===== config.mk =====
export PLATFORM = sky130hd
export DESIGN_NAME = event_line_ctrl
export DESIGN_NICKNAME = d
export VERILOG_FILES = /design/src/common/event_line_pkg.sv /design/src/logic/event_line_ctrl.sv
export VERILOG_INCLUDE_DIRS = /design/src /design/src/common
export SDC_FILE = /design/constraint.sdc
export NUM_CORES = 1
export LEC_CHECK = 0
export BUFFER_PORTS_ARGS = -buffer_cell sky130_fd_sc_hd__buf_2
export CAP_MARGIN = 25
export CORE_ASPECT_RATIO = 0.75
export CORE_UTILIZATION = 42
export DETAILED_ROUTE_END_ITERATION = 10
export GPL_TIMING_DRIVEN = 0
export HOLD_SLACK_MARGIN = 0.12
export PLACE_DENSITY = 0.73
export SLEW_MARGIN = 40
export SYNTH_ARGS = -nofsm -noshare
export SYNTH_HDL_FRONTEND = slang
export SYNTH_SLANG_ARGS = --single-unit

===== constraint.sdc =====
create_clock -name ref_clk -period 2.45 [get_ports ref_clk]
set_input_delay 0.245 -clock ref_clk [delete_from_list [all_inputs] [get_ports ref_clk]]
set_output_delay 0.245 -clock ref_clk [all_outputs]
set_load 0.05 [all_outputs]

===== src/common/event_line_consts.svh =====
`ifndef EVENT_LINE_CONSTS_SVH
`define EVENT_LINE_CONSTS_SVH
// Register byte addresses on APB
`define ADDR_EVENT_QUEUE 8'h00
`define ADDR_LINE_BANK 8'h04
`define ADDR_EXT_CONTROL 8'h08
`define ADDR_MODEM_STATE 8'h0C
`define ADDR_LINE_COND 8'h10
`define ADDR_STATUS_IN 8'h14
// Event flag positions
`define EV_RX_HIGH 0
`define EV_TX_LOW 1
`define EV_LINK 2
`define EV_MODEM 3
`define EV_TC 4
`define EV_TX_IDLE 5
// Queue control fields
`define QC_ENABLE 0
`define QC_RX_CLR 1
`define QC_TX_CLR 2
// Line format fields
`define LF_STOP 2
`define LF_PAR_ON 3
`define LF_EVEN 4
`define LF_STICK 5
`define LF_BREAK 6
`define LF_BANK_SEL 7
// Extended control fields
`define XC_EXT_SEL 0
`define XC_IR_MS_SEL 1
`define XC_MODE_LSB 2
// Reset values and the legacy no-event code
`define LINE_FORMAT_RESET 8'h00
`define BANK_PICK_RESET 8'h00
`define LEGACY_NONE 8'h01
`endif


===== src/common/event_line_pkg.sv =====
package event_line_pkg;
  typedef enum logic [1:0] {
    MODE_UART,
    MODE_SHIFT_IR,
    MODE_SIR,
    MODE_CONSUMER_IR
  } op_mode_t;
endpackage


===== src/logic/event_line_ctrl.sv =====
// Added by the designer: the APB slave port and the register addresses.
`timescale 1ns/1ps
`include "event_line_consts.svh"
module event_line_ctrl
  import event_line_pkg::*;
#(
  parameter int FIFO_LEVEL_W = 5
) (
  input wire logic ref_clk,
  input wire logic reset,
  input wire logic psel,
  input wire logic penable,
  input wire logic pwrite,
  input wire logic [7:0] paddr,
  input wire logic [31:0] pwdata,
  output logic [31:0] prdata,
  output logic pready,
  output logic pslverr,
  input wire logic rx_char_held,
  input wire logic tx_holding_empty,
  input wire logic [FIFO_LEVEL_W-1:0] rx_level,
  input wire logic [FIFO_LEVEL_W-1:0] tx_level,
  input wire logic rx_timeout,
  input wire logic rx_error_at_bottom,
  input wire logic rx_overrun,
  input wire logic tx_underrun,
  input wire logic [3:0] modem_change_bits,
  input wire logic [7:0] line_condition_in,
  input wire logic terminal_count,
  input wire logic transmitter_idle_status,
  input wire logic ir_internal_mod,
  input wire logic tx_serial_data,
  input wire logic tx_ir_data,
  input wire logic ir_pulse_tick,
  output logic serial_out_pin,
  output logic infrared_out_pin,
  output logic fifo_enable,
  output logic receiver_clear_strobe,
  output logic transmitter_clear_strobe,
  output logic rx_high_level_flag,
  output logic tx_low_level_flag,
  output logic [3:0] data_bits,
  output logic [1:0] stop_halves,
  output logic parity_on,
  output logic parity_fixed,
  output logic parity_fixed_value,
  output logic parity_even
);

  logic [7:0] event_flags_reg;
  logic [7:0] line_format_reg;
  logic [7:0] bank_pick_reg;
  logic [1:0] tx_level_select;
  logic [1:0] rx_level_select;
  logic [3:0] extended_control_one;
  logic link_error_flag;
  logic modem_change_flag;
  logic terminal_count_flag;
  logic fifo_on_reg;
  logic infrared_modem_status_select;
  logic extended_select;
  op_mode_t mode;
  logic acc;
  logic wr;
  logic rd;
  logic rd_event;
  logic rd_modem;
  logic rd_cond;
  logic fifo_eff;
  logic rx_event;
  logic tx_event;
  logic ir_pulse_reg;
  logic [7:0] legacy_code;
  logic [7:0] read_next;

  function automatic logic [FIFO_LEVEL_W-1:0] tx_threshold(
    input logic [1:0] code
  );
    case (code)
      2'h0: tx_threshold = FIFO_LEVEL_W'(1);
      2'h1: tx_threshold = FIFO_LEVEL_W'(3);
      2'h2: tx_threshold = FIFO_LEVEL_W'(9);
      default: tx_threshold = FIFO_LEVEL_W'(13);
    endcase
  endfunction

  function automatic logic [FIFO_LEVEL_W-1:0] rx_threshold(
    input logic [1:0] code
  );
    case (code)
      2'h0: rx_threshold = FIFO_LEVEL_W'(1);
      2'h1: rx_threshold = FIFO_LEVEL_W'(4);
      2'h2: rx_threshold = FIFO_LEVEL_W'(8);
      default: rx_threshold = FIFO_LEVEL_W'(14);
    endcase
  endfunction

  assign acc = psel && penable;
  assign wr = acc && pwrite;
  assign rd = acc && !pwrite;
  assign rd_event = rd && (paddr == `ADDR_EVENT_QUEUE);
  assign rd_modem = rd && (paddr == `ADDR_MODEM_STATE);
  assign rd_cond = rd && (paddr == `ADDR_LINE_COND);
  assign extended_select = extended_control_one[`XC_EXT_SEL];
  assign infrared_modem_status_select = extended_control_one[`XC_IR_MS_SEL];
  assign mode = op_mode_t'(extended_control_one[3:2]);
  assign fifo_eff = fifo_on_reg || (mode == MODE_CONSUMER_IR);

  // Level events follow their sources; no separate acknowledge needed
  always_comb begin
    if (fifo_eff) begin
      rx_event = (rx_level >= rx_threshold(rx_level_select)) ||
        rx_timeout;
      tx_event = tx_level < tx_threshold(tx_level_select);
    end else begin
      rx_event = rx_char_held;
      tx_event = tx_holding_empty;
    end
  end

  // APB: zero wait state, every access completes the cycle after setup
  always_ff @(posedge ref_clk) begin
    if (reset) begin
      pready <= 1'b0;
      pslverr <= 1'b0;
    end else begin
      pready <= psel && !penable;
      pslverr <= psel && !penable && paddr > `ADDR_STATUS_IN;
    end
  end

  // Writes land only on the access cycle with pready high
  always_ff @(posedge ref_clk) begin
    if (reset) begin
      fifo_on_reg <= 1'b0;
      tx_level_select <= 2'h0;
      rx_level_select <= 2'h0;
      receiver_clear_strobe <= 1'b0;
      transmitter_clear_strobe <= 1'b0;
    end else begin
      receiver_clear_strobe <= 1'b0;
      transmitter_clear_strobe <= 1'b0;
      if (wr && pready && paddr == `ADDR_EVENT_QUEUE) begin
        fifo_on_reg <= pwdata[`QC_ENABLE];
        receiver_clear_strobe <= pwdata[`QC_RX_CLR];
        transmitter_clear_strobe <= pwdata[`QC_TX_CLR];
        tx_level_select <= pwdata[5:4];
        rx_level_select <= pwdata[7:6];
      end
    end
  end

  always_ff @(posedge ref_clk) begin
    if (reset) begin
      line_format_reg <= `LINE_FORMAT_RESET;
      bank_pick_reg <= `BANK_PICK_RESET;
      extended_control_one <= 4'h0;
    end else if (wr && pready) begin
      if (paddr == `ADDR_LINE_BANK) begin
        bank_pick_reg <= pwdata[7:0];
        if (!pwdata[`LF_BANK_SEL]) begin
          line_format_reg <= pwdata[7:0];
        end
      end else if (paddr == `ADDR_EXT_CONTROL) begin
        extended_control_one <= pwdata[3:0];
      end
    end
  end

  // Sticky events; a new event beats a clearing read in the same cycle
  always_ff @(posedge ref_clk) begin
    if (reset) begin
      link_error_flag <= 1'b0;
      modem_change_flag <= 1'b0;
      terminal_count_flag <= 1'b0;
    end else begin
      if (mode == MODE_CONSUMER_IR && (rx_overrun || tx_underrun)) begin
        link_error_flag <= 1'b1;
      end else if (mode != MODE_CONSUMER_IR &&
                   (rx_error_at_bottom || rx_overrun)) begin
        link_error_flag <= 1'b1;
      end else if (rd_cond && pready) begin
        link_error_flag <= 1'b0;
      end
      if (|modem_change_bits) begin
        modem_change_flag <= 1'b1;
      end else if (rd_modem && pready) begin
        modem_change_flag <= 1'b0;
      end
      if (terminal_count) begin
        terminal_count_flag <= 1'b1;
      end else if (rd_event && pready) begin
        terminal_count_flag <= 1'b0;
      end
    end
  end

  always_comb begin
    event_flags_reg = 8'h00;
    event_flags_reg[`EV_RX_HIGH] = rx_event;
    event_flags_reg[`EV_TX_LOW] = tx_event;
    event_flags_reg[`EV_LINK] = link_error_flag;
    event_flags_reg[`EV_MODEM] = modem_change_flag &&
      (mode == MODE_UART || !infrared_modem_status_select);
    event_flags_reg[`EV_TC] = terminal_count_flag;
    event_flags_reg[`EV_TX_IDLE] = transmitter_idle_status &&
      (mode != MODE_SIR);
  end

  // Legacy priority encoding when extended select is low
  always_comb begin
    if (link_error_flag) begin
      legacy_code = 8'h06;
    end else if (rx_event) begin
      legacy_code = (fifo_eff && rx_timeout) ? 8'h0C : 8'h04;
    end else if (tx_event) begin
      legacy_code = 8'h02;
    end else if (modem_change_flag) begin
      legacy_code = 8'h00;
    end else begin
      legacy_code = `LEGACY_NONE;
    end
    if (fifo_eff) begin
      legacy_code = legacy_code | 8'hC0;
    end
  end

  always_comb begin
    if (paddr == `ADDR_EVENT_QUEUE) begin
      read_next = extended_select ? event_flags_reg : legacy_code;
    end else if (paddr == `ADDR_LINE_BANK) begin
      read_next = bank_pick_reg;
    end else if (paddr == `ADDR_EXT_CONTROL) begin
      read_next = {4'h0, extended_control_one};
    end else if (paddr == `ADDR_LINE_COND) begin
      read_next = line_condition_in;
    end else if (paddr == `ADDR_STATUS_IN) begin
      read_next = {1'b0, line_format_reg[6:0]};
    end else begin
      read_next = 8'h00;
    end
  end

  always_ff @(posedge ref_clk) begin
    if (reset) begin
      prdata <= 32'h00000000;
    end else if (psel && !penable && !pwrite) begin
      prdata <= {24'h000000, read_next};
    end
  end

  // Format decode; consumer IR ignores line format bits
  always_ff @(posedge ref_clk) begin
    if (reset) begin
      data_bits <= 4'h5;
      stop_halves <= 2'h2;
      parity_on <= 1'b0;
      parity_fixed <= 1'b0;
      parity_fixed_value <= 1'b0;
      parity_even <= 1'b0;
    end else if (mode != MODE_CONSUMER_IR) begin
      data_bits <= 4'h5 + {2'h0, line_format_reg[1:0]};
      if (!line_format_reg[`LF_STOP]) begin
        stop_halves <= 2'h2;
      end else begin
        stop_halves <= (line_format_reg[1:0] == 2'h0) ? 2'h3 : 2'h0;
      end
      parity_on <= line_format_reg[`LF_PAR_ON];
      parity_even <= line_format_reg[`LF_EVEN];
      parity_fixed <= line_format_reg[`LF_STICK];
      parity_fixed_value <= !line_format_reg[`LF_EVEN];
    end
  end

  // Break only overrides the front end, the shifter keeps timing
  always_ff @(posedge ref_clk) begin
    if (reset) begin
      serial_out_pin <= 1'b1;
      infrared_out_pin <= 1'b0;
      ir_pulse_reg <= 1'b0;
    end else begin
      ir_pulse_reg <= ir_pulse_tick;
      if (line_format_reg[`LF_BREAK] && mode != MODE_CONSUMER_IR) begin
        serial_out_pin <= (mode == MODE_UART) ? 1'b0 :
          tx_serial_data;
        if (mode == MODE_SIR ||
            (mode == MODE_SHIFT_IR && ir_internal_mod)) begin
          infrared_out_pin <= ir_pulse_reg;
        end else if (mode == MODE_SHIFT_IR) begin
          infrared_out_pin <= 1'b1;
        end else begin
          infrared_out_pin <= tx_ir_data;
        end
      end else begin
        serial_out_pin <= tx_serial_data;
        infrared_out_pin <= tx_ir_data;
      end
    end
  end

  always_ff @(posedge ref_clk) begin
    if (reset) begin
      fifo_enable <= 1'b0;
      rx_high_level_flag <= 1'b0;
      tx_low_level_flag <= 1'b0;
    end else begin
      fifo_enable <= fifo_eff;
      rx_high_level_flag <= rx_event;
      tx_low_level_flag <= tx_event;
    end
  end

  AST_TC_CLEAR: assert property (
    @(posedge ref_clk) disable iff (reset)
    (rd_event && pready && !terminal_count) |=> !terminal_count_flag)
    else $error("terminal count flag not cleared by read");
  AST_TC_SET: assert property (
    @(posedge ref_clk) disable iff (reset)
    terminal_count |=> event_flags_reg[`EV_TC])
    else $error("terminal count flag not set");
  AST_MODEM_HOLD: assert property (
    @(posedge ref_clk) disable iff (reset)
    (modem_change_flag && !rd_modem) |=> modem_change_flag)
    else $error("modem flag lost without acknowledge");
  AST_TOP_ZERO: assert property (
    @(posedge ref_clk) disable iff (reset)
    (rd_event && pready && extended_select) |-> prdata[7:6] == 2'h0)
    else $error("reserved event bits nonzero");
  AST_IR_MODEM: assert property (
    @(posedge ref_clk) disable iff (reset)
    (mode != MODE_UART && infrared_modem_status_select)
      |-> !event_flags_reg[`EV_MODEM])
    else $error("modem event not forced low");
  AST_CLR_PULSE: assert property (
    @(posedge ref_clk) disable iff (reset)
    receiver_clear_strobe |=> !receiver_clear_strobe)
    else $error("receive clear not self clearing");
  AST_TX_CLR_PULSE: assert property (
    @(posedge ref_clk) disable iff (reset)
    transmitter_clear_strobe |=> !transmitter_clear_strobe)
    else $error("transmit clear not self clearing");
  AST_BANK_ONLY: assert property (
    @(posedge ref_clk) disable iff (reset)
    (wr && pready && paddr == `ADDR_LINE_BANK && pwdata[7])
      |=> $stable(line_format_reg))
    else $error("line format changed on bank write");
  AST_FMT_BOTH: assert property (
    @(posedge ref_clk) disable iff (reset)
    (wr && pready && paddr == `ADDR_LINE_BANK && !pwdata[`LF_BANK_SEL])
      |=> line_format_reg == $past(pwdata[7:0]))
    else $error("line format not written with bank");
  AST_LINK_SET: assert property (
    @(posedge ref_clk) disable iff (reset)
    (mode != MODE_CONSUMER_IR && (rx_overrun || rx_error_at_bottom))
      |=> link_error_flag)
    else $error("link event not raised");
  AST_BREAK_LOW: assert property (
    @(posedge ref_clk) disable iff (reset)
    (line_format_reg[`LF_BREAK] && mode == MODE_UART) [*2]
      |-> !serial_out_pin)
    else $error("break does not hold line low");
  AST_CIR_FIFO: assert property (
    @(posedge ref_clk) disable iff (reset)
    (mode == MODE_CONSUMER_IR) |=> fifo_enable)
    else $error("consumer IR fifo not enabled");

endmodule


==> results of run 1 <==
==> per-stage QoR <==
stage / std cells / power [µW] / setup WS [ns] / hold WS, ns / util
floorplan: 358 / 1154 / 0.5291 / 0.3554 / -
global placement: 519 / 1242 / 0.2425 / 0.4432 / 0.5367
detailed placement: 519 / 1247 / 0.2406 / 0.4413 / 0.5367
CTS: 528 / 1800 / 0.1877 / 0.1367 / 0.5542
global route: 528 / 1861 / 0.2274 / 0.1382 / 0.5553
finish: 528 / 1801 / 0.4327 / 0.1368 / 0.5553
==> worst paths after layout <==
check | from | to | cells past startpoint
worst max-delay path | tx_level_select[1] | prdata[1] | 8
worst min register to register | data_bits[3] | data_bits[3] | 2
worst max register to register | tx_level_select[1] | prdata[1] | 8
worst min-delay path | ir_pulse_tick | ir_pulse_reg | 2
==> layout make-up <==
type                       instances  area [µm²]  share of cell area
clock inverter                     2       20.02            0.005594
buffer                            40       245.2             0.06853
sequential                        55        1101              0.3077
tap                               81       101.3             0.02832
clock buffer                       6       82.58             0.02308
inverter                          13       48.80             0.01364
timing repair buffer              81       410.4              0.1147
multi-input combinational        250        1569              0.4385
==> placed cells by master, fill, tap and decap left out, types with 4 or more instances in the layout <==
| cell type | instances |
|---|---|
| buf_2 | 84 |
| dfxtp_1 | 55 |
| nor2_1 | 46 |
| nand2_1 | 27 |
| mux2i_1 | 26 |
| buf_4 | 24 |
| conb_1 | 24 |
| a21oi_1 | 18 |
| inv_1 | 13 |
| o21ai_0 | 13 |
| clkbuf_1 | 12 |
| ha_1 | 9 |
| nor2b_1 | 6 |
| a211oi_1 | 6 |
| nand3_1 | 6 |
| clkbuf_8 | 6 |
| nor3_1 | 5 |
| nand2b_1 | 5 |
| and2_1 | 4 |
| mux2_2 | 4 |
==> per-layer routing <==
layer	wire, µm	vias to the layer above	GRT usage
met1	3534	1267	0.2985
met3	579	12	0.04567
met4	125	0	0.07190
met5	0	-	0
met2	3630	98	0.3683
li1	-	1346	-
==> repair_timing <==
action / 4_1_cts / 5_1_grt
gates resized for setup: 0 / 1
hold buffers: 1 / 0
hold endpoints to repair: 1 / 0
setup endpoints to repair: 0 / 1
==> logic make-up (layout without fill, tap and decap cells) <==
group / Yosys count / after routing
AOI/OAI and AO/OA: 62 / 62
adders and majority gates: 9 / 9
buffers and inverters: 53 / 142
DFF: 55 / 55
muxes: 30 / 30
other: 1 / 24
and+or+nand+nor: 125 / 125
==> power by group <==
| part | switching (µW) | leakage, µW | internal [µW] | total, µW |
|---|---|---|---|---|
| clock | 329 | 0.0000533 | 239 | 568 |
| sequential | 6.71 | 0.000446 | 906 | 913 |
| combinational | 217 | 0.00113 | 103 | 320 |
| total | 553 | 0.00163 | 1250 | 1800 |
==> worst max-delay path: cells and delay by family, from the launching register on <==
kind	cells	cell delay, ns
AO/OA/AOI/OAI	4	1.10
adder cells (fa/ha/maj)	1	0.26
buffers and inverters	1	0.08
flip-flops	1	0.34
AND/OR/NAND/NOR	2	0.15
==> results.ini, run 1 <==
[logic_synthesis]
yosys.area_share.simple=0.2249
yosys-top-cells-area=dfxtp_1 (38%), mux2i_1 (9.1%), buf_4 (6.3%)
synth-compound-area-share=0.1421
ys_ff_latch=55
ys_seq_area_frac=0.3836
synth_enable_flop_cells=0
synth_top_cell_area_share=0.3836
synthArstFlopShare=0
synthAdderAreaFrac=0.03923
yosysMostFrequentCell=dfxtp_1
yosysTopAreaCell=dfxtp_1
synth_commonest_cells=dfxtp_1 (55), nor2_1 (46), nand2_1 (27)
syn_avg_cell_area_um2=8.568
synth_top_family_by_area=simple AND/OR/NAND/NOR gates
synth-main-ff-cell=dfxtp_1
netlist_instances=335
yosysWarnings=0
synthMuxAreaShare=0.1064
yosysUniqueCellTypes=53
mappedNetlistArea_mm2=0.002870
synthXorXnorAreaFrac=0

[die]
rows=25
design.core.area_mm2=0.006444
die_x_um=97.46
die_h_um=73.59
dieArea_mm2=0.007172
start_util=0.4454
ios=130

[placed_design]
placed_cell_area_mm2=0.003458
port_buffers=80
gp_congestion=0.8839
dp_hpwl_mm=6.161

[min_path]
min_path_type=input pin to flip-flop

[route]
dr_total_vias=2723
ant_nets=0
dr.first_iter.drc_count=160
routedWlPerCell_um=14.90
drt-total-wl_mm=7.869
drc=0
vias_per_cell=5.157
dr.pass1.iters=4

[worst_setup_path]
crit_chain=inv_1 > nand2_1 > ha_1 > a211oi_1 > nor2_1 > o41ai_2 > o21ai_0 > a221oi_1
crit_fanout=3
rrSetupSlack_ns=0.43
arrival_ns=2.25
crit_path_end_kind=flip-flop
cp.required_ns=2.69
cp-start-kind=flip-flop
path_class=flip-flop to flip-flop
worst_path_max_delay_cell=o41ai_2
cpPeakStageDelay_ns=0.44

[global_routing]
grt_pass1_wl_mm=12.49
antenna_found_initial=0
grt_pass1_vias=2544
grt_remaining_overflow=0
grt_start_max_net_pins=19
track_usage=0.2241

[sta]
maxSlewHeadroom=0.5030
rsz0062_at_grt=no
finalClockSkew_ns=0.009282
finalSetupTns_ns=0
setup_viol=0
slew_violations=0
worstMarginPinSlew_ns=0.7399
period_share=0.8234
finalCriticalPeriod_ns=2.017
max_freq_ghz=0.4957
hold_viol=0

[cts]
htree_levels=2
clockBufferDepth=2
path_clk_slew_ns=0.11
clockRootBuffer=clkbuf_8
postCtsSetupBuffers=0
cts_tree=done
cts_buffers=5
clk_latency_ns=0.32
numClockSinks=55

[outcome]
outcome=completed

[layout]
num-fill-cells=619
fin_area_mm2=0.003578
diodes=0
drive_gt1_frac=0.2953
area_growth_pct=24.67
layout.nets=534

[power_and_ir_drop]
vdd_drop_max_v=0.0002259
powerDensity_mw_per_mm2=503.2
leakage_uw=0.001632

[run]
drv_cap=0

Note: power is estimated with default switching activity, not from simulation.
==> inputs of run 2 (changes only) <==
--- a/config.mk
+++ b/config.mk
@@ -6,6 +6,7 @@
 export SDC_FILE = /design/constraint.sdc
 export NUM_CORES = 1
 export LEC_CHECK = 0
+export ABC_AREA = 1
 export BUFFER_PORTS_ARGS = -buffer_cell sky130_fd_sc_hd__buf_2
 export CAP_MARGIN = 25
 export CORE_ASPECT_RATIO = 0.75
@@ -13,7 +14,7 @@
 export DETAILED_ROUTE_END_ITERATION = 10
 export GPL_TIMING_DRIVEN = 0
 export HOLD_SLACK_MARGIN = 0.12
-export PLACE_DENSITY = 0.73
+export PLACE_DENSITY = 0.76
 export SLEW_MARGIN = 40
 export SYNTH_ARGS = -nofsm -noshare
 export SYNTH_HDL_FRONTEND = slang
==> constraint.sdc (replaced) <==
create_clock -name ref_clk -period 1.8 [get_ports ref_clk]
set_input_delay 0.18 -clock ref_clk [delete_from_list [all_inputs] [get_ports ref_clk]]
set_output_delay 0.18 -clock ref_clk [all_outputs]
set_load 0.05 [all_outputs]
==> run 2 against run 1 <==
  * Largest cell class unchanged
  * Largest power group unchanged
  * Sequential power grew 36%
  * Highest routed layer unchanged
  * First-iteration DRC count grew 24%
  * Flip-flop and latch count is the same
  * Total power grew 31%
  * Die area shrank 2.7%
  * Final area shrank 2.3%
  * Critical path type unchanged
  * Clock skew is essentially flat
  * Cell count grew 10%
==> results.ini, run 2 <==
[worst_setup_path]
cp.required_ns=2.04  ; -0.65 ns
worst_path_max_delay_cell=dfxtp_1
crit_chain=nand2_1 > nand2_1 > or2_2 > nand3_1 > nand2_1 > nand2_1 > nand3_1 > a21oi_1
reg2reg_depth=8  ; unchanged
cp-start-kind=flip-flop
crit_family=simple AND/OR/NAND/NOR gates
cpPeakStageDelay_ns=0.38  ; -0.06 ns
cpMostUsedCell=nand2_1
arrival_ns=1.83  ; -0.42 ns
crit_cells=8  ; unchanged
path_buf_inv=0  ; -1
crit_path_end_kind=flip-flop
crit_fanout=6  ; +3
path_class=flip-flop to flip-flop

[sta]
setup_viol=0  ; unchanged
setup_ws_ns=0.2140  ; -0.2187 ns
finalClockSkew_ns=0.009560  ; +0.0002779 ns
rsz0062_at_grt=no
hold_viol=0  ; unchanged
finalCriticalPeriod_ns=1.586  ; -0.4313 ns
period_share=0.8811  ; +0.05772
maxSlewHeadroom=0.5480  ; +0.04496
max_freq_ghz=0.6305  ; +27%
worstMarginPinSlew_ns=0.6755  ; -0.06438 ns
slew_violations=0  ; unchanged

[layout]
area_growth_pct=25.34
layout.nets=589  ; +10%
diodes=0  ; unchanged
fin_cells=583  ; +10%
final_cell_mix=buf_2 (81), nand2_1 (63), dfxtp_1 (55)
final_common_cell=buf_2
drive_gt1_frac=0.2610  ; -0.03435

[die]
rows=25  ; unchanged
dieArea_mm2=0.006977  ; -2.7%
die_x_um=96.12  ; -1.4%
start_util=0.4394  ; -0.006028
ios=130  ; unchanged
design.core.area_mm2=0.006350  ; -1.5%
die_h_um=72.59  ; -1.4%

[route]
highest_layer=met4
vias_per_cell=4.889  ; -5.2%
routedWlPerCell_um=13.07  ; -12%
dr_total_vias=2850  ; +4.7%
m1WireLength_mm=3.681  ; +4.2%
ant_nets=0  ; unchanged
dr.first_iter.drc_count=199  ; +24%
dr_wl_met3_um=626  ; +8.1%
dr.pass1.iters=5  ; +1
drc=0  ; unchanged
drt-total-wl_mm=7.619  ; -3.2%
dr_wl_met2_mm=3.202  ; -12%

[cts]
clockRootBuffer=clkbuf_8
cts_tree=done
cts_buffers=5  ; unchanged
numClockSinks=55  ; unchanged
clockBufferDepth=2  ; unchanged
path_clk_slew_ns=0.11  ; about the same
clk_latency_ns=0.31  ; about the same
htree_levels=2  ; unchanged
cts_resized=0  ; unchanged

[logic_synthesis]
yosysMostFrequentCell=nand2_1
synth_enable_flop_cells=0  ; unchanged
yosysWarnings=0  ; unchanged
yosysUniqueCellTypes=35  ; -34%
ys_ff_latch=55  ; unchanged
synth_commonest_cells=nand2_1 (63), dfxtp_1 (55), inv_1 (49)
synthArstFlopShare=0  ; unchanged
synth_top_cell_area_share=0.3946  ; +0.01101
syn_avg_cell_area_um2=7.191  ; -16%
netlist_instances=388  ; +16%
yosysTopAreaCell=dfxtp_1
mappedNetlistArea_mm2=0.002790  ; -2.8%
yosys-top-cells-area=dfxtp_1 (39%), nand2_1 (8.5%), inv_1 (6.6%)
synth-main-ff-cell=dfxtp_1
ys_seq_area_frac=0.3946  ; +0.01101

[power_and_ir_drop]
leakage_uw=0.001713  ; +5.0%
seqPwrFrac=0.529  ; +0.022
powerDensity_mw_per_mm2=672.4  ; +34%
power.share.clock=0.295  ; -0.020
power.switching_uw=716.1  ; +30%
vdd_drop_max_v=0.0003420  ; +51%
sw_frac_of_total=0.3045  ; -0.002399
total_power_uw=2352  ; +31%
combPwrFrac=0.176  ; -0.002
intPower_uw=1636  ; +31%

[global_routing]
antenna_found_initial=0  ; unchanged
grt_start_max_net_pins=18  ; -1
grt_pass1_wl_mm=11.79  ; -5.6%
grt_pass1_vias=2430  ; -4.5%
track_usage=0.2242  ; about the same
grt_remaining_overflow=0  ; unchanged

[placed_design]
gp_congestion=0.9185  ; +3.9%
port_buffers=80  ; unchanged
dp.cells=572  ; +10%
dp_hpwl_mm=6.004  ; -2.5%
place_ws_ns=-0.05083  ; -0.2914 ns

[min_path]
worstHoldPathCells=3  ; +1
min_path_type=input pin to flip-flop

[run]
drv_cap=0  ; unchanged

[outcome]
outcome=completed

[run 2: changes by cell type in the layout (fill, tap and decap cells not counted), moves of 5 or more]
cell / before / now
a211oi_1: 6 / 0
a21oi_1: 18 / 32
clkbuf_1: 12 / 5
inv_1: 13 / 49
mux2i_1: 26 / 0
nand2_1: 27 / 63
nand2b_1: 5 / 0
nand3_1: 6 / 23
nor2b_1: 6 / 0
o21ai_0: 13 / 35
o21ai_1: 0 / 5
[run 2: cell type report]
class                      instances  area (µm²)
buffer                            31       207.7
clock buffer                       5       68.82
clock inverter                     3       20.02
fill                             663        2853
inverter                          57       221.5
multi-input combinational        268        1346
sequential                        55        1101
tap                               81       101.3
timing repair buffer              83       430.4
[run 2: kinds of logic after synthesis]
logic type | Yosys count | share of synthesized area
AOI/OAI and AO/OA | 87 | 0.1740
buffers and inverters | 88 | 0.1538
DFF | 55 | 0.3946
other | 1 | 0.001344
and+or+nand+nor | 148 | 0.2359
adders and majority gates | 9 | 0.04036
[run 2: what timing repair did]
item,in CTS,in global routing
setup buffers,0,0
endpoints found under the setup margin,0,0
hold buffers,3,0
endpoints found under the hold margin,3,0
[run 2: power groups by stage]
stage	Clock, µW	Sequential, µW	Combinational, µW
floorplan	0	1320	245
global placement	0	1270	401
detailed placement	0	1270	406
CTS	701	1240	412
global route	755	1250	446
finish	694	1240	414
[run 2: layer usage]
metal	global-route usage	vias to the layer above
met2	0.3428	120
met5	0	-
met4	0.04478	0
li1	-	1438
met3	0.03438	11
met1	0.3338	1281
[run 2: worst paths after layout]
kind | start | endpoint | slack [ns]
worst max register to register | extended_control_one[3] | prdata[1] | 0.21
worst min register to register | bank_pick_reg[7] | bank_pick_reg[7] | 0.47
worst max-delay path | extended_control_one[3] | prdata[1] | 0.21
worst min-delay path | modem_change_bits[2] | modem_change_flag | 0.14
[run 2: metrics by stage]
step	hold slack, ns	setup TNS (ns)	cell area, µm²	util
finish	0.1367	0	3497	0.5507
global route	0.1427	0	3497	0.5507
CTS	0.1316	0	3497	0.5507
floorplan	0.2870	0	2877	-
global placement	0.3908	-0.03224	3378	0.5320
detailed placement	0.3992	-0.4359	3378	0.5320
[run 2: tightest hold or removal path, stage by stage]
cell	delay, ns
buf_2	0.07
nor4_1	0.04
a21oi_1	0.12
